===== config.mk =====
export PLATFORM = sky130hd
export DESIGN_NAME = tcs_scheduler
export DESIGN_NICKNAME = d
export VERILOG_FILES = /design/src/tcs_pkg.sv /design/src/tcs_scheduler.sv
export SDC_FILE = /design/constraint.sdc
export NUM_CORES = 1
export LEC_CHECK = 0
export ABC_AREA = 1
export BUFFER_PORTS_ARGS = -buffer_cell sky130_fd_sc_hd__buf_2
export CORE_MARGIN = 2
export CORE_UTILIZATION = 62
export CTS_BUF_LIST = sky130_fd_sc_hd__clkbuf_8
export DETAILED_ROUTE_END_ITERATION = 8
export PLACE_DENSITY_LB_ADDON = 0.25
export REMOVE_ABC_BUFFERS = 1
export SLEW_MARGIN = 25
export SYNTH_ARGS = -nofsm -noshare
export SYNTH_HDL_FRONTEND = slang
export SYNTH_SLANG_ARGS = --single-unit

===== constraint.sdc =====
create_clock -name sys_clk -period 4.7 [get_ports sys_clk]
set_input_delay 0.47 -clock sys_clk [delete_from_list [all_inputs] [get_ports sys_clk]]
set_output_delay 0.47 -clock sys_clk [all_outputs]
set_load 0.05 [all_outputs]

===== src/tcs_pkg.sv =====
// Constants and types shared by the tracking calibration scheduler
// Operation
// RULE1: Receive correction tracking runs while receivers active
// RULE2: High overload holds receive coefficients unchanged
// RULE3: TDD receive tracking only in receive periods
// RULE4: Single enabled receiver is the only one tracked
// RULE5: Observation tracking needs observation channel, period
// RULE6: Transmit tracking needs transmitter and released path
// RULE7: Tracking and predistortion never share the path
// RULE8: Leakage tracking needs amplifier on, interleaved captures
// RULE9: Host provides feedback path when path granted
// RULE10: Host follows observe choice output when sharing
// RULE11: Channel estimate adapts slowly, 67% in 200s; the divider and shift here give about 63% in 200s
// RULE12: Estimate reset targets one or both transmitters
// RULE13: Six instances after reset only estimate channel
// RULE14: Leakage correction frozen during estimation window
// RULE15: Afterwards each leakage instance updates correction
// RULE16: Host resets estimate on LO or path change
// RULE17: Chains enabled by register or enable pins
// RULE18: Observation path by register or four pins
// RULE19: Acknowledge outputs confirm activated chains
// RULE20: Observe choice output names transmitter under calibration
// RULE21: One error interrupt, maskable, identifiable sources
// RULE22: Host reinitializes device on calibration processor error
// RULE23: Observe choice low means transmitter one
// RULE24: Host settles feedback path within 35 us
// RULE25: Unmet tracking stays pending, runs when possible
`default_nettype none
package tcs_pkg;
	localparam int unsigned CLK_HZ = 25_000_000;
	localparam int unsigned CLK_MHZ = 25;
	localparam int unsigned SETTLE_US = 35;
	localparam int unsigned SETTLE_CYC = SETTLE_US * CLK_MHZ;
	localparam int unsigned ADAPT_SEC = 200;
	localparam int unsigned ADAPT_SHIFT = 8;
	localparam longint unsigned ADAPT_TICK_LONG =
		(longint'(ADAPT_SEC) * longint'(CLK_HZ)) >> ADAPT_SHIFT;
	localparam int unsigned ADAPT_TICK_CYC = 32'(ADAPT_TICK_LONG);
	localparam int unsigned EST_INSTANCES = 6;
	localparam int unsigned INST_CYC = 64;
	localparam int unsigned COEF_SHIFT = 2;

	localparam logic [7:0] ADDR_CTRL = 8'h00;
	localparam logic [7:0] ADDR_CHAIN = 8'h04;
	localparam logic [7:0] ADDR_EST_RESET = 8'h08;
	localparam logic [7:0] ADDR_STATUS = 8'h0c;
	localparam logic [7:0] ADDR_ERR_STAT = 8'h10;
	localparam logic [7:0] ADDR_ERR_MASK = 8'h14;
	localparam logic [7:0] ADDR_LOL_COEF = 8'h18;

	localparam int CTRL_TDD = 0;
	localparam int CTRL_CHAIN_PIN = 1;
	localparam int CTRL_ORX_PIN = 2;
	localparam int CTRL_SEL_INV = 3;
	localparam int CHAIN_RX = 0;
	localparam int CHAIN_TX = 2;
	localparam int CHAIN_ORX = 4;
	localparam int CHAIN_REL = 6;
	localparam int CHAIN_DPD = 7;
	localparam logic [7:0] CTRL_RST = 8'h00;
	localparam logic [7:0] CHAIN_RST = 8'h00;
	localparam logic [3:0] ERR_MASK_RST = 4'hf;

	localparam int ERR_W = 4;
	localparam int ERR_PROC = 0;
	localparam int ERR_PLL = 1;
	localparam int ERR_LINK = 2;
	localparam int ERR_CAL = 3;

	localparam logic [1:0] TGT_TX1 = 2'h1;
	localparam logic [1:0] TGT_TX2 = 2'h2;
	localparam logic [1:0] TGT_BOTH_TRANSMITTERS = 2'h3;

	typedef enum logic [1:0] {
		SEQ_IDLE,
		SEQ_DPD,
		SEQ_SETTLE,
		SEQ_RUN
	} tcs_seq_t;
endpackage
`default_nettype wire


===== src/tcs_scheduler.sv =====
// Tracking calibration scheduler with Avalon-MM register slave
`timescale 1ns/1ps
`default_nettype none
module tcs_scheduler #(
	parameter int unsigned ADAPT_TICK = tcs_pkg::ADAPT_TICK_CYC,
	parameter int unsigned INST_LEN = tcs_pkg::INST_CYC,
	parameter int unsigned SETTLE_LEN = tcs_pkg::SETTLE_CYC
) (
	input wire logic sys_clk,
	input wire logic rstn,
	input wire logic [7:0] avs_address,
	input wire logic avs_read,
	input wire logic avs_write,
	input wire logic [31:0] avs_writedata,
	input wire logic [3:0] avs_byteenable,
	output logic [31:0] avs_readdata,
	output logic avs_waitrequest,
	input wire logic [1:0] rx_chain_enable_pin,
	input wire logic [1:0] tx_chain_enable_pin,
	input wire logic [3:0] orx_gpio_pin,
	input wire logic tdd_rx_period,
	input wire logic tdd_orx_period,
	input wire logic overload_high,
	input wire logic pa_active,
	input wire logic dpd_capture_req,
	input wire logic signed [15:0] lol_meas_tx1,
	input wire logic signed [15:0] lol_meas_tx2,
	input wire logic [3:0] err_src_in,
	output logic [5:0] chain_ack_out,
	output logic [1:0] rx_qec_run_out,
	output logic [1:0] rx_qec_update_out,
	output logic [1:0] orx_qec_run_out,
	output logic [1:0] tx_qec_run_out,
	output logic [1:0] tx_lol_run_out,
	output logic dpd_grant_out,
	output logic cal_path_grant_out,
	output logic tx_observe_choice_out,
	output logic signed [15:0] lol_coef_tx1,
	output logic signed [15:0] lol_coef_tx2,
	output logic general_error_irq
);
	localparam int TW = $clog2(ADAPT_TICK + 1);

	// Register bus
	logic ack_ff, nxt_ack;
	logic [31:0] rdata_ff, nxt_rdata;
	logic wr_acc;
	logic [7:0] ctrl_ff, nxt_ctrl;
	logic [7:0] chain_ff, nxt_chain;
	logic [3:0] err_mask_ff, nxt_err_mask;
	logic [1:0] est_cmd;

	// Chain resolution
	logic [1:0] rx_act, tx_act, orx_act;
	logic released, dpd_req, tdd;

	// Sequencer
	tcs_pkg::tcs_seq_t seq_ff, nxt_seq;
	logic [1:0] cur_ff, nxt_cur;
	logic [1:0] rr_ff, nxt_rr;
	logic [15:0] tmr_ff, nxt_tmr;
	logic sel_ff, nxt_sel;
	logic [3:0] pend_ff, nxt_pend;
	logic [3:0] elig;
	logic [1:0] lol_done;

	// Estimate and correction
	logic [2:0] cnt_ff [2], nxt_cnt [2];
	logic signed [15:0] est_ff [2], nxt_est [2];
	logic signed [15:0] lat_ff [2], nxt_lat [2];
	logic signed [15:0] coef_ff [2], nxt_coef [2];
	logic signed [15:0] meas [2];
	logic [TW-1:0] tick_ff, nxt_tick;
	logic tick;

	// Errors and registered outputs
	logic [3:0] err_stat_ff, nxt_err_stat;
	logic irq_ff, nxt_irq;
	logic [6:0] outs_ff, nxt_outs;

	assign meas[0] = lol_meas_tx1;
	assign meas[1] = lol_meas_tx2;

	// One wait state per access; the answer edge is the accept edge
	always_comb begin
		nxt_ack = (avs_read | avs_write) & ~ack_ff;
		nxt_rdata = rdata_ff;
		if (avs_read & ~ack_ff) begin
			case (avs_address)
				tcs_pkg::ADDR_CTRL: nxt_rdata = {24'h00_0000, ctrl_ff};
				tcs_pkg::ADDR_CHAIN: nxt_rdata = {24'h00_0000, chain_ff};
				tcs_pkg::ADDR_EST_RESET:
					nxt_rdata = {26'h000_0000, cnt_ff[1], cnt_ff[0]};
				tcs_pkg::ADDR_STATUS: nxt_rdata = {8'h00, pend_ff,
					2'(seq_ff), sel_ff, irq_ff, 8'h00, orx_act, tx_act,
					rx_act, 2'h0};
				tcs_pkg::ADDR_ERR_STAT: nxt_rdata = {28'h000_0000, err_stat_ff};
				tcs_pkg::ADDR_ERR_MASK: nxt_rdata = {28'h000_0000, err_mask_ff};
				tcs_pkg::ADDR_LOL_COEF: nxt_rdata = {coef_ff[1], coef_ff[0]};
				default: nxt_rdata = 32'h0000_0000;
			endcase
		end
	end

	assign avs_waitrequest = (avs_read | avs_write) & ~ack_ff;
	assign avs_readdata = rdata_ff;
	assign wr_acc = avs_write & ack_ff & avs_byteenable[0];

	always_comb begin
		nxt_ctrl = ctrl_ff;
		nxt_chain = chain_ff;
		nxt_err_mask = err_mask_ff;
		est_cmd = 2'h0;
		if (wr_acc) begin
			case (avs_address)
				tcs_pkg::ADDR_CTRL: nxt_ctrl = avs_writedata[7:0];
				tcs_pkg::ADDR_CHAIN: nxt_chain = avs_writedata[7:0];
				tcs_pkg::ADDR_EST_RESET: est_cmd = avs_writedata[1:0]; // see RULE12
				tcs_pkg::ADDR_ERR_MASK: nxt_err_mask = avs_writedata[3:0];
				default: nxt_ctrl = ctrl_ff;
			endcase
		end
	end

	always_ff @(posedge sys_clk or negedge rstn) begin
		if (!rstn) begin
			ack_ff <= 1'b0;
			rdata_ff <= 32'h0000_0000;
			ctrl_ff <= tcs_pkg::CTRL_RST;
			chain_ff <= tcs_pkg::CHAIN_RST;
			err_mask_ff <= tcs_pkg::ERR_MASK_RST;
		end else begin
			ack_ff <= nxt_ack;
			rdata_ff <= nxt_rdata;
			ctrl_ff <= nxt_ctrl;
			chain_ff <= nxt_chain;
			err_mask_ff <= nxt_err_mask;
		end
	end

	// Rx/tx chains and the observation path each come from pins or from the register, selected separately
	always_comb begin
		tdd = ctrl_ff[tcs_pkg::CTRL_TDD];
		if (ctrl_ff[tcs_pkg::CTRL_CHAIN_PIN]) begin
			rx_act = rx_chain_enable_pin; // see RULE17
			tx_act = tx_chain_enable_pin;
		end else begin
			rx_act = chain_ff[tcs_pkg::CHAIN_RX +: 2];
			tx_act = chain_ff[tcs_pkg::CHAIN_TX +: 2];
		end
		if (ctrl_ff[tcs_pkg::CTRL_ORX_PIN]) begin
			orx_act = orx_gpio_pin[1:0]; // see RULE18
			released = orx_gpio_pin[2];
			dpd_req = dpd_capture_req | orx_gpio_pin[3];
		end else begin
			orx_act = chain_ff[tcs_pkg::CHAIN_ORX +: 2];
			released = chain_ff[tcs_pkg::CHAIN_REL];
			dpd_req = dpd_capture_req | chain_ff[tcs_pkg::CHAIN_DPD];
		end
		// Index bit 1 selects leakage, bit 0 the transmitter
		elig[0] = tx_act[0] & released; // see RULE6
		elig[1] = tx_act[1] & released;
		elig[2] = tx_act[0] & released & pa_active; // see RULE8
		elig[3] = tx_act[1] & released & pa_active;
	end

	// Path sequencer: predistortion captures only between instances
	always_comb begin
		logic [1:0] idx;
		logic found;
		logic [1:0] pick;
		idx = 2'h0;
		found = 1'b0;
		pick = 2'h0;
		nxt_seq = seq_ff;
		nxt_cur = cur_ff;
		nxt_rr = rr_ff;
		nxt_tmr = tmr_ff;
		nxt_sel = sel_ff;
		nxt_pend = pend_ff;
		lol_done = 2'h0;
		for (int k = 0; k < 4; k++) begin
			idx = rr_ff + 2'(k);
			if (!found && elig[idx] && pend_ff[idx]) begin
				found = 1'b1;
				pick = idx;
			end
		end
		case (seq_ff)
			tcs_pkg::SEQ_IDLE: begin
				if (dpd_req) begin
					nxt_seq = tcs_pkg::SEQ_DPD; // see RULE7
				end else if (found) begin
					nxt_cur = pick;
					nxt_rr = pick + 2'h1;
					if (pick[1] && pick[0] != sel_ff) begin
						// Host needs time to move the external switch
						nxt_sel = pick[0]; // see RULE20
						nxt_tmr = 16'(SETTLE_LEN - 1);
						nxt_seq = tcs_pkg::SEQ_SETTLE;
					end else begin
						nxt_tmr = 16'(INST_LEN - 1);
						nxt_seq = tcs_pkg::SEQ_RUN;
					end
				end else begin
					// Round complete or nothing can run: schedule all again
					nxt_pend = 4'hf;
				end
			end
			tcs_pkg::SEQ_DPD: begin
				if (!dpd_req) begin
					nxt_seq = tcs_pkg::SEQ_IDLE;
				end
			end
			tcs_pkg::SEQ_SETTLE: begin
				if (!elig[cur_ff]) begin
					nxt_seq = tcs_pkg::SEQ_IDLE; // see RULE25
				end else if (tmr_ff == 16'h0000) begin
					nxt_tmr = 16'(INST_LEN - 1);
					nxt_seq = tcs_pkg::SEQ_RUN;
				end else begin
					nxt_tmr = tmr_ff - 16'h0001;
				end
			end
			tcs_pkg::SEQ_RUN: begin
				if (!elig[cur_ff]) begin
					// Aborted instance stays pending
					nxt_seq = tcs_pkg::SEQ_IDLE; // see RULE25
				end else if (tmr_ff == 16'h0000) begin
					nxt_pend[cur_ff] = 1'b0;
					if (cur_ff[1]) begin
						lol_done[cur_ff[0]] = 1'b1;
					end
					nxt_seq = tcs_pkg::SEQ_IDLE;
				end else begin
					nxt_tmr = tmr_ff - 16'h0001;
				end
			end
			default: nxt_seq = tcs_pkg::SEQ_IDLE;
		endcase
	end

	always_ff @(posedge sys_clk or negedge rstn) begin
		if (!rstn) begin
			seq_ff <= tcs_pkg::SEQ_IDLE;
			cur_ff <= 2'h0;
			rr_ff <= 2'h0;
			tmr_ff <= 16'h0000;
			sel_ff <= 1'b0;
			pend_ff <= 4'hf;
		end else begin
			seq_ff <= nxt_seq;
			cur_ff <= nxt_cur;
			rr_ff <= nxt_rr;
			tmr_ff <= nxt_tmr;
			sel_ff <= nxt_sel;
			pend_ff <= nxt_pend;
		end
	end

	assign dpd_grant_out = (seq_ff == tcs_pkg::SEQ_DPD); // see RULE7
	assign cal_path_grant_out = (seq_ff == tcs_pkg::SEQ_SETTLE) |
		(seq_ff == tcs_pkg::SEQ_RUN);
	always_comb begin
		tx_qec_run_out = 2'h0;
		tx_lol_run_out = 2'h0;
		if (seq_ff == tcs_pkg::SEQ_RUN) begin
			if (cur_ff[1]) begin
				tx_lol_run_out[cur_ff[0]] = 1'b1;
			end else begin
				tx_qec_run_out[cur_ff[0]] = 1'b1;
			end
		end
	end

	// Slow adaptation divider
	always_comb begin
		tick = (tick_ff == TW'(ADAPT_TICK - 1));
		nxt_tick = tick ? '0 : tick_ff + TW'(1);
	end

	// Estimate window and leakage correction per transmitter
	always_comb begin
		logic signed [15:0] err;
		err = 16'sh0000;
		for (int i = 0; i < 2; i++) begin
			nxt_cnt[i] = cnt_ff[i];
			nxt_est[i] = est_ff[i];
			nxt_lat[i] = lat_ff[i];
			nxt_coef[i] = coef_ff[i];
			if (lol_done[i]) begin
				nxt_lat[i] = meas[i];
			end
			if (est_cmd[i]) begin
				// A new command restarts the window even mid-window
				nxt_cnt[i] = 3'(tcs_pkg::EST_INSTANCES); // see RULE13
			end else if (lol_done[i] && cnt_ff[i] != 3'h0) begin
				nxt_cnt[i] = cnt_ff[i] - 3'h1; // see RULE14
				if (cnt_ff[i] == 3'(tcs_pkg::EST_INSTANCES)) begin
					nxt_est[i] = meas[i];
				end else begin
					nxt_est[i] = 16'((17'(est_ff[i]) + 17'(meas[i])) >>> 1);
				end
			end else if (lol_done[i]) begin
				err = meas[i] - est_ff[i];
				nxt_coef[i] = coef_ff[i] -
					(err >>> tcs_pkg::COEF_SHIFT); // see RULE15
			end else if (tick && cnt_ff[i] == 3'h0) begin
				err = lat_ff[i] - est_ff[i];
				nxt_est[i] = est_ff[i] +
					(err >>> tcs_pkg::ADAPT_SHIFT); // see RULE11
			end
		end
	end

	always_ff @(posedge sys_clk or negedge rstn) begin
		if (!rstn) begin
			tick_ff <= '0;
			for (int i = 0; i < 2; i++) begin
				cnt_ff[i] <= 3'h0;
				est_ff[i] <= 16'sh0000;
				lat_ff[i] <= 16'sh0000;
				coef_ff[i] <= 16'sh0000;
			end
		end else begin
			tick_ff <= nxt_tick;
			for (int i = 0; i < 2; i++) begin
				cnt_ff[i] <= nxt_cnt[i];
				est_ff[i] <= nxt_est[i];
				lat_ff[i] <= nxt_lat[i];
				coef_ff[i] <= nxt_coef[i];
			end
		end
	end

	assign lol_coef_tx1 = coef_ff[0];
	assign lol_coef_tx2 = coef_ff[1];

	// Error capture: a new event beats a clear in the same cycle
	always_comb begin
		nxt_err_stat = err_stat_ff;
		if (wr_acc && avs_address == tcs_pkg::ADDR_ERR_STAT) begin
			nxt_err_stat = err_stat_ff & ~avs_writedata[3:0];
		end
		nxt_err_stat = nxt_err_stat | err_src_in; // see RULE21
		nxt_irq = |(err_stat_ff & ~err_mask_ff);
	end

	// Receive and observation tracking, acknowledges
	always_comb begin
		logic [1:0] rx_run;
		logic [1:0] orx_run;
		rx_run = rx_act & {2{~tdd | tdd_rx_period}}; // see RULE1 RULE3 RULE4
		orx_run = orx_act & {2{~tdd | tdd_orx_period}}; // see RULE5
		nxt_outs = {rx_run & {2{~overload_high}}, // see RULE2
			orx_run, rx_run,
			sel_ff ^ ctrl_ff[tcs_pkg::CTRL_SEL_INV]}; // see RULE23
	end

	always_ff @(posedge sys_clk or negedge rstn) begin
		if (!rstn) begin
			err_stat_ff <= 4'h0;
			irq_ff <= 1'b0;
			outs_ff <= 7'h00;
			chain_ack_out <= 6'h00;
		end else begin
			err_stat_ff <= nxt_err_stat;
			irq_ff <= nxt_irq;
			outs_ff <= nxt_outs;
			chain_ack_out <= {orx_act, tx_act, rx_act}; // see RULE19
		end
	end

	assign general_error_irq = irq_ff;
	assign rx_qec_update_out = outs_ff[6:5];
	assign orx_qec_run_out = outs_ff[4:3];
	assign rx_qec_run_out = outs_ff[2:1];
	assign tx_observe_choice_out = outs_ff[0];
endmodule
`default_nettype wire


==> results of run 1 <==
[state kept, by name, indices dropped and copies added, names as in the netlist, 4 cells and up]
register / flops
avs_readdata: 32
est_ff: 32
lat_ff: 32
tick_ff: 25
lol_coef_tx1: 16
lol_coef_tx2: 16
tmr_ff: 16
chain_ff: 8
ctrl_ff: 8
outs_ff: 7
chain_ack_out: 6
cnt_ff: 6
err_mask_ff: 4
err_stat_ff: 4
pend_ff: 4
[path summary, 6_finish.rpt]
kind / slack [ns] / cells after the start / end
setup / recovery: 0.63 / 20 / est_ff[25]
hold / removal: -0.03 / 1 / err_stat_ff[3]
setup reg to reg: 0.63 / 20 / est_ff[25]
hold reg to reg: 0.47 / 1 / avs_readdata[2]
max in group asynchronous: 3.63 / 2 / avs_readdata[10]
min in group sys_clk: 0.09 / 3 / err_stat_ff[1]
[synth_stat cells (3+ instances only)]
cell	number
o31ai_1	11
inv_1	339
a221oi_1	6
a22oi_1	7
nor3_1	49
nor2_2	4
a21o_1	14
nand3_1	153
o211ai_1	23
xnor2_1	21
dfstp_2	8
buf_2	7
xor2_1	89
o21a_1	6
nand2_2	15
nand2_4	4
a31oi_1	20
o2111ai_1	3
mux2i_1	28
ha_1	161
nand4_1	32
a32o_1	3
clkbuf_1	24
fa_1	6
nand2_1	552
buf_6	5
o21bai_1	15
a21oi_1	184
or2_2	9
a211oi_1	5
buf_4	4
nor4_1	8
nand3b_1	6
o22ai_1	7
a21boi_0	9
nor2_1	183
dfrtp_1	217
inv_4	5
inv_2	11
nor3_2	4
o21ai_0	185
a21oi_2	4
[worst max-delay path: stages (launching register included)]
cell,delay (ns)
dfrtp_1,0.45
inv_1,0.15
ha_1,0.22
a21o_1,0.17
a31oi_1,0.18
o21ai_0,0.12
buf_4,0.16
a21boi_0,0.32
o21bai_1,0.18
xor2_1,0.20
ha_1,0.40
nand3_1,0.10
nand2_1,0.15
a21boi_0,0.15
o21ai_0,0.31
a21oi_1,0.13
or2_2,0.29
nand3_1,0.07
nand2_1,0.05
nor2_1,0.09
nor2_1,0.04
[kinds of logic (layout without fill, tap and decap cells)]
logic type	Yosys count	count (layout)
and+or+nand+nor	1035	1035
AOI/OAI and AO/OA	511	511
buffers and inverters	396	595
DFF	225	225
adders and majority gates	167	167
xor gates and xnor gates	110	110
muxes	28	28
[metrics by stage]
stage | instances | hold slack, ns | instance area, sq um | total power, W | util (%)
2_1_floorplan | 2432 | 0.1744 | 17780 | 0.003073 | -
3_3_place_gp | 2982 | 0.4584 | 19130 | 0.003410 | 66.83
6_report | 3055 | -0.03126 | 20020 | 0.005457 | 69.93
4_1_cts | 3055 | 0.003640 | 20020 | 0.005469 | 69.93
3_5_place_dp | 2982 | 0.4601 | 19130 | 0.003450 | 66.83
5_1_grt | 3055 | 0.05057 | 20020 | 0.005751 | 69.93
[power by group]
group          switching (W)  internal (W)  total (W)  leakage, nW
logic               0.000916      0.000449    0.00137         7.71
registers          0.0000731       0.00201    0.00208         2.88
clock network       0.000887       0.00112    0.00201        0.485
[final cells by class]
class / instances / share of cell area [%]
flip-flops and latches: 225 / 28.18
clock inverters: 17 / 0.5813
repair buffers: 166 / 4.350
well taps: 384 / 2.400
clock buffers: 56 / 3.850
multi-input cells: 1851 / 53.90
inverters: 356 / 6.738
[routing by layer]
layer	up-vias	routed length [um]	global-route usage, %
li1	8547	-	-
met1	8172	22970	46.81
met2	748	21560	50.07
met3	120	4042	5.271
met4	0	1947	12.64
met5	-	0	0
==> summary.txt, run 1 <==
Status
  • Failing checks: hold timing
  • Outcome: finished, violations left

Power and ir drop
  • Max VDD drop: 0.2277 mV
  • Pwr dens: between 200 and 300 mW/mm^2
  • Leak: roughly 11 nW

Route
  • Routed Antenna Nets: 0
  • Via Count: about 18000
  • Post-route DRC: 0
  • DR pass1 iterations: 5
  • Drt first-iter violations: ~1600
  • Vias per inst: between 5 and 6
  • Final WL: 50520 um
  • Routed len/inst: roughly 17 um

Worst setup path
  • CP arrival: 4.52 ns
  • CP endpoint kind: flop
  • CP max FO: 5
  • Critical Path RT: just over 5 ns
  • Reg-to-Reg Start: est_ff[17]
  • CP Launch Type: flop
  • Critical path class: flop to flop
  • Critical Path Start: est_ff[17]

Global route
  • Largest net degree at the start of global routing: around 120
  • Vias in the first global route: around 16000
  • GR Overflow Total: 0
  • Initial antenna violation count: 0
  • First-pass GRT wire length: ~80000 um
  • Gr usage total: 32.79%

Clock network
  • Number of buffers inserted by hold repair at cts: 0
  • Root Buffer Master: clkbuf_8
  • Post-cts resize count: 0
  • Worst-path clk slew: approximately 0.07 ns
  • CTS Buf Count: approximately 40
  • Post-CTS setup buffer count: 0
  • CTS tree: built
  • Clock latency on the worst-skew pair: 0.57 ns
  • Clk sinks: approximately 230
  • Maximum clock path buffer count: 3
  • H-tree depth: 2

Placed design
  • Number of port buffers: 154
  • Pre-CTS setup slack: between 0.7 and 0.8 ns
  • Gpl congestion: roughly 0.99
  • HPWL Detailed: about 39000 um

Yosys
  • Yosys reg bits: 225
  • Yosys top cell area share: 30.19%
  • Number of synthesized flops with an enable pin: 0
  • Sequential cell area fraction in the yosys report: between 30% and 40%
  • XOR/XNOR Fraction of Synth Area: 5.356%
  • Main synth FF type: dfrtp_1
  • Post-synthesis async set-or-reset flop share: 100.0%
  • Post-synthesis simple-gate area fraction: 24.97%
  • Synthesized instance count: 2472
  • Post-Syn Area: around 0.018 sq mm
  • Synth Area in Compound Gates: approximately 16%
  • Mean post-synth cell area: 7.277 sq um
  • Yosys top cell by area: dfrtp_1
  • Ranking of synthesized cells by area: dfrtp_1 30%, nand2_1 12%, ha_1 11%, inv_1 7.1%, o21ai_0 5.1%
  • Post-Synth Adder-Cell Area: 11.87%
  • Mux contribution to synthesized area: around 1.6%
  • Largest family of logic cells by synthesized area: simple AND/OR/NAND/NOR gates
  • Yosys warning count: 0
  • Synth unique cells: 61

STA
  • Final Slew Violations: 0
  • Final worst slack: about 0.63 ns
  • Setup violations, final: 0
  • RSZ-0062 raised after global routing: false
  • Fin. Hold Viols: 12
  • Min Tclk post-route: 4.073 ns
  • Setup TNS: 0 ns
  • Hold slack: -0.03126 ns
  • Clk_skew: roughly 0.026 ns
  • FMAX: 0.2455 GHz
  • Worst-margin pin slew: around 1 ns
  • Final worst path period share: approximately 87%
  • Worst slew margin: approximately 33%

Final layout
  • Most frequent cells in the layout: 552 x nand2_1, 344 x inv_1, 217 x dfrtp_1
  • Number of diodes: 0
  • Final #Nets: 2905
  • Footprint of the multi-input gates: 0.01079 sq mm
  • Fill cells: approximately 2400
  • Most common cell after layout, fill and taps aside: nand2_1
  • Share of cells above drive strength 1: about an eighth
  • Seq. cell area: about 0.0056 sq mm
  • Area growth syn-to-layout: 11.28%

Floorplanning
  • Die area: roughly 0.030 sq mm
  • Die width: ~170 um
  • Row count: 62
  • # IOs: roughly 180
  • Initial Util: between 60% and 70%
  • Die Y: 174.3 um
  • Placeable Area: 0.02863 sq mm

Hold path
  • Hold WC Path Type: primary input to async pin

Flow run
  • Max_cap viols: 0
Power figures use the tool's default switching activity.
==> inputs of run 2 (changes only) <==
==> constraint.sdc (replaced) <==
create_clock -name sys_clk -period 3.9 [get_ports sys_clk]
set_input_delay 0.39 -clock sys_clk [delete_from_list [all_inputs] [get_ports sys_clk]]
set_output_delay 0.39 -clock sys_clk [all_outputs]
set_load 0.05 [all_outputs]
==> summary.txt, run 2 (synthesized netlist as in run 1, its figures left out) <==
Status
  • Outcome: completed

Route
  • Vias per inst: approximately 5.8
  • Drt first-iter violations: roughly 1400
  • Via Count: roughly 18000
  • Routed Antenna Nets: 0
  • Post-route DRC: 0
  • Routed len/inst: roughly 17 um
  • DR pass1 iterations: 6
  • Final WL: 53280 um

Power and ir drop
  • Leak: approximately 11 nW
  • Max VDD drop: ~0.26 mV
  • Pwr dens: ~310 mW/mm^2
  • Tot Pwr: around 0.0064 W

Placed design
  • Number of port buffers: around 150
  • Placed Instance Area: 0.01946 sq mm
  • HPWL Detailed: between 40000 and 50000 um
  • Gpl congestion: between 0.9 and 1

Final layout
  • Seq. cell area: between 0.005 and 0.006 sq mm
  • Number of diodes: 0
  • Share of cells above drive strength 1: approximately 14%
  • Most frequent cells in the layout: 549 x nand2_1, 352 x inv_1, 216 x dfrtp_1
  • Design Area, Final: around 0.021 sq mm
  • Area growth syn-to-layout: 14.14%
  • Most common cell after layout, fill and taps aside: nand2_1
  • Fill cells: ~2400
  • Footprint of the multi-input gates: ~0.011 sq mm
  • Final #Nets: about 3000

Global route
  • Largest net degree at the start of global routing: 93
  • Busiest layer in global routing: met2
  • GR Overflow Total: 0
  • Vias in the first global route: between 15000 and 20000
  • Met3 usage: between 4 and 5%
  • Met2 usage: about 54%
  • Initial antenna violation count: 0
  • Gr usage total: between 30% and 40%
  • First-pass GRT wire length: around 86000 um
  • Met1 GRT Util: 49.56%

STA
  • Final worst path period share: 98.51%
  • Worst-margin pin slew: between 0.9 and 1 ns
  • Worst slew margin: around a third
  • Fin. Hold Viols: 0
  • Clk_skew: between 0.02 and 0.03 ns
  • FMAX: between 0.2 and 0.3 GHz
  • Min Tclk post-route: around 3.8 ns
  • Final Slew Violations: 0
  • Setup TNS: 0 ns
  • Setup violations, final: 0

Clock network
  • CTS tree: built
  • Maximum clock path buffer count: 3
  • Worst-path clk slew: approximately 0.060 ns
  • H-tree depth: 2
  • Root Buffer Master: clkbuf_8
  • Clock latency on the worst-skew pair: ~0.56 ns
  • CTS Buf Count: 41
  • Clk sinks: between 200 and 250

Floorplanning
  • Die width: approximately 170 um
  • Die Y: about 170 um
  • Die area: between 0.03 and 0.04 sq mm
  • Initial Util: a little over three fifths
  • Row count: 62
  • # IOs: roughly 180
  • Placeable Area: between 0.02 and 0.03 sq mm

Worst setup path
  • CP arrival: about 4.3 ns
  • CP max FO: 5
  • Critical Path RT: between 4 and 5 ns
  • CP endpoint kind: flop
  • Critical path class: flop to flop
  • CP Launch Type: flop

Hold path
  • Hold WC Path Type: primary input to flop

Flow run
  • Max_cap viols: 0
## run 2: per-stage QoR
step / setup slack (ns) / hold slack (ns) / utilization [%] / instances
floorplan: 0.1888 / 0.09441 / - / 2432
global placement: 0.07750 / 0.4480 / 67.98 / 3024
detailed placement: -0.02678 / 0.4540 / 67.98 / 3024
CTS: 0.06071 / 0.02265 / 70.63 / 3091
global route: -0.09924 / 0.03551 / 71.73 / 3105
finish: 0.05818 / 0.03197 / 71.73 / 3105
## run 2: timing repair
| item | 4_1_cts | 5_1_grt |
|---|---|---|
| setup buffers | 0 | 14 |
| pin swaps | 0 | 14 |
| hold endpoints to repair | 82 | 0 |
| hold buffers | 2 | 0 |
| endpoints found under the setup margin | 2 | 29 |
| gates resized for setup | 3 | 53 |
## run 2: worst paths after layout
path	from	to	slack, ns	cells after the start
setup / recovery	est_ff[18]	est_ff[30]	0.06	21
hold / removal	err_src_in[0]	err_stat_ff[0]	0.03	2
setup reg to reg	est_ff[18]	est_ff[30]	0.06	21
hold reg to reg	avs_readdata[7]	avs_readdata[7]	0.48	2
max in group asynchronous	rstn	lol_coef_tx1[12]	2.47	3
min in group asynchronous	rstn	err_stat_ff[2]	0.43	2
## run 2: layer usage
metal,vias to the layer above,wire length (um)
li1,8661,-
met1,8465,24090
met2,803,23250
met3,124,4132
met4,0,1802
met5,-,0
## run 2: area by class of cell
cell class,instances,area share [%]
Multi-Input combinational cell,1851,53.64
Sequential cell,225,27.48
Inverter,356,6.569
Timing Repair Buffer,224,6.447
Clock buffer,44,2.949
Tap cell,384,2.340
Clock inverter,21,0.5789
## run 2: critical path, cell delays in order (launching register included)
cell      delay (ns)
dfrtp_1         0.36
inv_1           0.07
ha_1            0.33
a21o_1          0.18
a31oi_2         0.19
o21ai_0         0.13
buf_4           0.19
a21boi_4        0.22
o21bai_4        0.11
xor2_2          0.21
ha_1            0.40
a21oi_1         0.25
o21ai_0         0.15
nand2_1         0.08
nand2_1         0.11
nand3_1         0.10
nand4_1         0.12
or2_2           0.30
nand3_1         0.07
nand2_1         0.05
nand2_1         0.05
nand2_1         0.06
## run 2: report_power, final
group / switching (W) / leakage [nW] / internal (W)
logic: 0.00116 / 8.04 / 0.000631
registers: 0.0000841 / 2.88 / 0.00242
clock network: 0.00103 / 0.420 / 0.00109
==> inputs of run 3 (changes only) <==
--- a/config.mk
+++ b/config.mk
@@ -5,11 +5,9 @@
 export SDC_FILE = /design/constraint.sdc
 export NUM_CORES = 1
 export LEC_CHECK = 0
-export ABC_AREA = 1
 export BUFFER_PORTS_ARGS = -buffer_cell sky130_fd_sc_hd__buf_2
 export CORE_MARGIN = 2
-export CORE_UTILIZATION = 62
-export CTS_BUF_LIST = sky130_fd_sc_hd__clkbuf_8
+export CORE_UTILIZATION = 60
 export DETAILED_ROUTE_END_ITERATION = 8
 export PLACE_DENSITY_LB_ADDON = 0.25
 export REMOVE_ABC_BUFFERS = 1
==> summary.txt, run 3 <==
STA
  • Final Slew Violations: 0
  • Worst slew margin: 36.71%
  • RSZ-0062 raised after global routing: true
  • Worst-margin pin slew: 0.9470 ns
  • Final worst slack: -0.1953 ns
  • Clk_skew: between 0.01 and 0.015 ns
  • FMAX: about 0.24 GHz
  • Min Tclk post-route: 4.095 ns
  • Setup violations, final: 10
  • Fin. Hold Viols: 0
  • Final worst path period share: 105.0%

Clock network
  • Worst-path clk slew: around 0.06 ns
  • H-tree depth: 1
  • Clk sinks: 225
  • CTS tree: built
  • Root Buffer Master: clkbuf_16
  • Clock latency on the worst-skew pair: 0.54 ns
  • Maximum clock path buffer count: 3
  • CTS Buf Count: 26

Final layout
  • Final #Nets: roughly 2500
  • Most common cell after layout, fill and taps aside: nand2_1
  • Core Util, Final: between 70 and 80%
  • Fill cells: between 1500 and 2000
  • Design Area, Final: 0.02079 sq mm
  • Area growth syn-to-layout: 27.88%
  • Most frequent cells in the layout: 277 x nand2_1, 217 x dfrtp_1, 206 x buf_4
  • Number of diodes: 0
  • Share of cells above drive strength 1: ~28%

Floorplanning
  • Row count: 60
  • Placeable Area: 0.02680 sq mm
  • Die width: around 170 um
  • Die Y: between 150 and 200 um
  • # IOs: ~180
  • Die area: 0.02843 sq mm
  • Initial Util: between 60% and 70%

Global route
  • Gr usage total: around a third
  • First-pass GRT wire length: 77720 um
  • GR Overflow Total: 0
  • Vias in the first global route: approximately 16000
  • Initial antenna violation count: 0
  • Largest net degree at the start of global routing: between 100 and 150

Yosys
  • Mean post-synth cell area: 8.628 sq um
  • Most frequent cell after synthesis: nand2_1
  • Main synth FF type: dfrtp_1
  • Post-Syn Area: 0.01626 sq mm
  • Yosys warning count: 0
  • Synthesized instance count: around 1900
  • Yosys reg bits: around 230
  • Synth unique cells: 82
  • Number of synthesized flops with an enable pin: 0
  • Ranking of synthesized cells by area: dfrtp_1 33%, ha_1 12%, nand2_1 6.5%, xnor2_1 6.0%, o21ai_0 4.3%
  • Post-synthesis async set-or-reset flop share: 100.0%
  • Yosys top cell area share: approximately 33%
  • Yosys top cell by area: dfrtp_1
  • Most common library cells after synthesis: 283 x nand2_1, 217 x dfrtp_1, 161 x ha_1
  • Sequential cell area fraction in the yosys report: about a third

Worst setup path
  • CP cell instances: inv_2, ha_1, a21o_1, a221oi_2, o21ai_2, a211oi_4, a211oi_2, a311oi_4, xor2_1, buf_6, ha_4, nor2_2, o211ai_1, a41oi_2, buf_4, o21bai_1, a31oi_1, xnor2_1, o22ai_1, a21oi_1
  • Crit path max-delay family: compound AO/OA/AOI/OAI gates
  • Max incr delay on CP: 0.37 ns
  • CP endpoint kind: flop
  • Critical Path RT: around 4.4 ns
  • CP Launch Type: flop
  • Slowest stage cell, crit path: dfrtp_1
  • Critical path class: flop to flop
  • CP max FO: 8
  • CP arrival: around 4.6 ns
  • Crit path buf inv count: 3

Flow run
  • Max_cap viols: 0

Placed design
  • Gpl congestion: 0.9511
  • HPWL Detailed: about 35000 um
  • Placed Instance Area: between 0.015 and 0.02 sq mm
  • Number of port buffers: about 150

Power and ir drop
  • Pwr dens: ~270 mW/mm^2
  • Max VDD drop: about 0.33 mV
  • Leak: 10.03 nW

Status
  • Outcome: finished, violations left
  • Failing checks: setup timing

Route
  • Routed Antenna Nets: 0
  • Via Count: 15980
  • Post-route DRC: 0
  • Routed len/inst: slightly below 20 um
  • Drt first-iter violations: about 1400
  • Vias per inst: 6.192
  • Final WL: just over 50000 um
  • DR pass1 iterations: 9

Hold path
  • Hold WC Path Type: primary input to flop
## run 3: cell types whose count changed after synthesis, sizes merged, moves of 26 or more
cell    previous run  this run
nand2            571       283
xnor2             21       112
inv              355        96
clkbuf            24        50
a21oi            188       118
xor2              89        43
nor2             190       159
o21ai            190       144
nand3            156        40
## run 3: metal layers
layer | share of wire, % | wire, um | vias to the layer above | global-route usage (%)
met5 | 0 | 0 | - | 0
met4 | 5.2 | 2648 | 0 | 16.12
met3 | 6.9 | 3485 | 198 | 4.583
met2 | 50 | 25210 | 767 | 59.31
met1 | 38 | 19320 | 7719 | 40.37
li1 | - | - | 7297 | -
## run 3: logic make-up after synthesis
family	share of synthesized area, %
compound gates	19.23
simple gates	18.51
mux	2.286
xor+xnor	8.351
buf+inv	3.787
fa+ha+maj	13.13
flops	34.70
## run 3: worst paths after layout
path / depth (start not counted) / end / from / slack, ns
worst max-delay path: 20 / est_ff[30] / est_ff[20] / -0.20
worst min-delay path: 2 / outs_ff[5] / overload_high / 0.02
worst max register to register: 20 / est_ff[30] / est_ff[20] / -0.20
worst min register to register: 1 / ack_ff / ack_ff / 0.45
max in group asynchronous: 4 / tick_ff[21] / rstn / 2.31
min in group asynchronous: 2 / rr_ff[1] / rstn / 0.40
## run 3: cell type report
class | instances | area, sq um | share of cell area [%]
multi-input cells | 1500 | 10950 | 52.67
flip-flops and latches | 225 | 5640 | 27.13
repair buffers | 372 | 2486 | 11.96
clock buffers | 34 | 721.9 | 3.473
well taps | 341 | 426.7 | 2.052
inverters | 96 | 360.3 | 1.733
clock inverters | 13 | 202.7 | 0.9751
## run 3: repair_timing
item                                   4_1_cts  5_1_grt
gates resized for setup                     91      120
buffers inserted                            24       17
setup endpoints to repair                   25       27
hold buffers                                 0        1
pin swaps                                   73      112
endpoints found under the hold margin        0       57
## run 3: through the flow
step	setup TNS [ns]	hold WS (ns)	setup slack (ns)	power [W]	instances
after floorplan	-2.907	0.09441	-0.4479	0.002722	1821
after global placement	-3.493	0.4407	-0.3791	0.002966	2499
after detailed placement	-6.703	0.4411	-0.6711	0.002983	2499
after CTS	-0.5454	0.009565	-0.2696	0.005650	2566
after global routing	-3.517	0.01380	-0.3529	0.005850	2581
final	-0.8966	0.02362	-0.1953	0.005684	2581
## run 3: report_power, final
group          total, W  internal [W]  switching [W]
clock           0.00266       0.00163        0.00102
sequential      0.00235       0.00234     0.00000928
combinational  0.000672      0.000288       0.000384
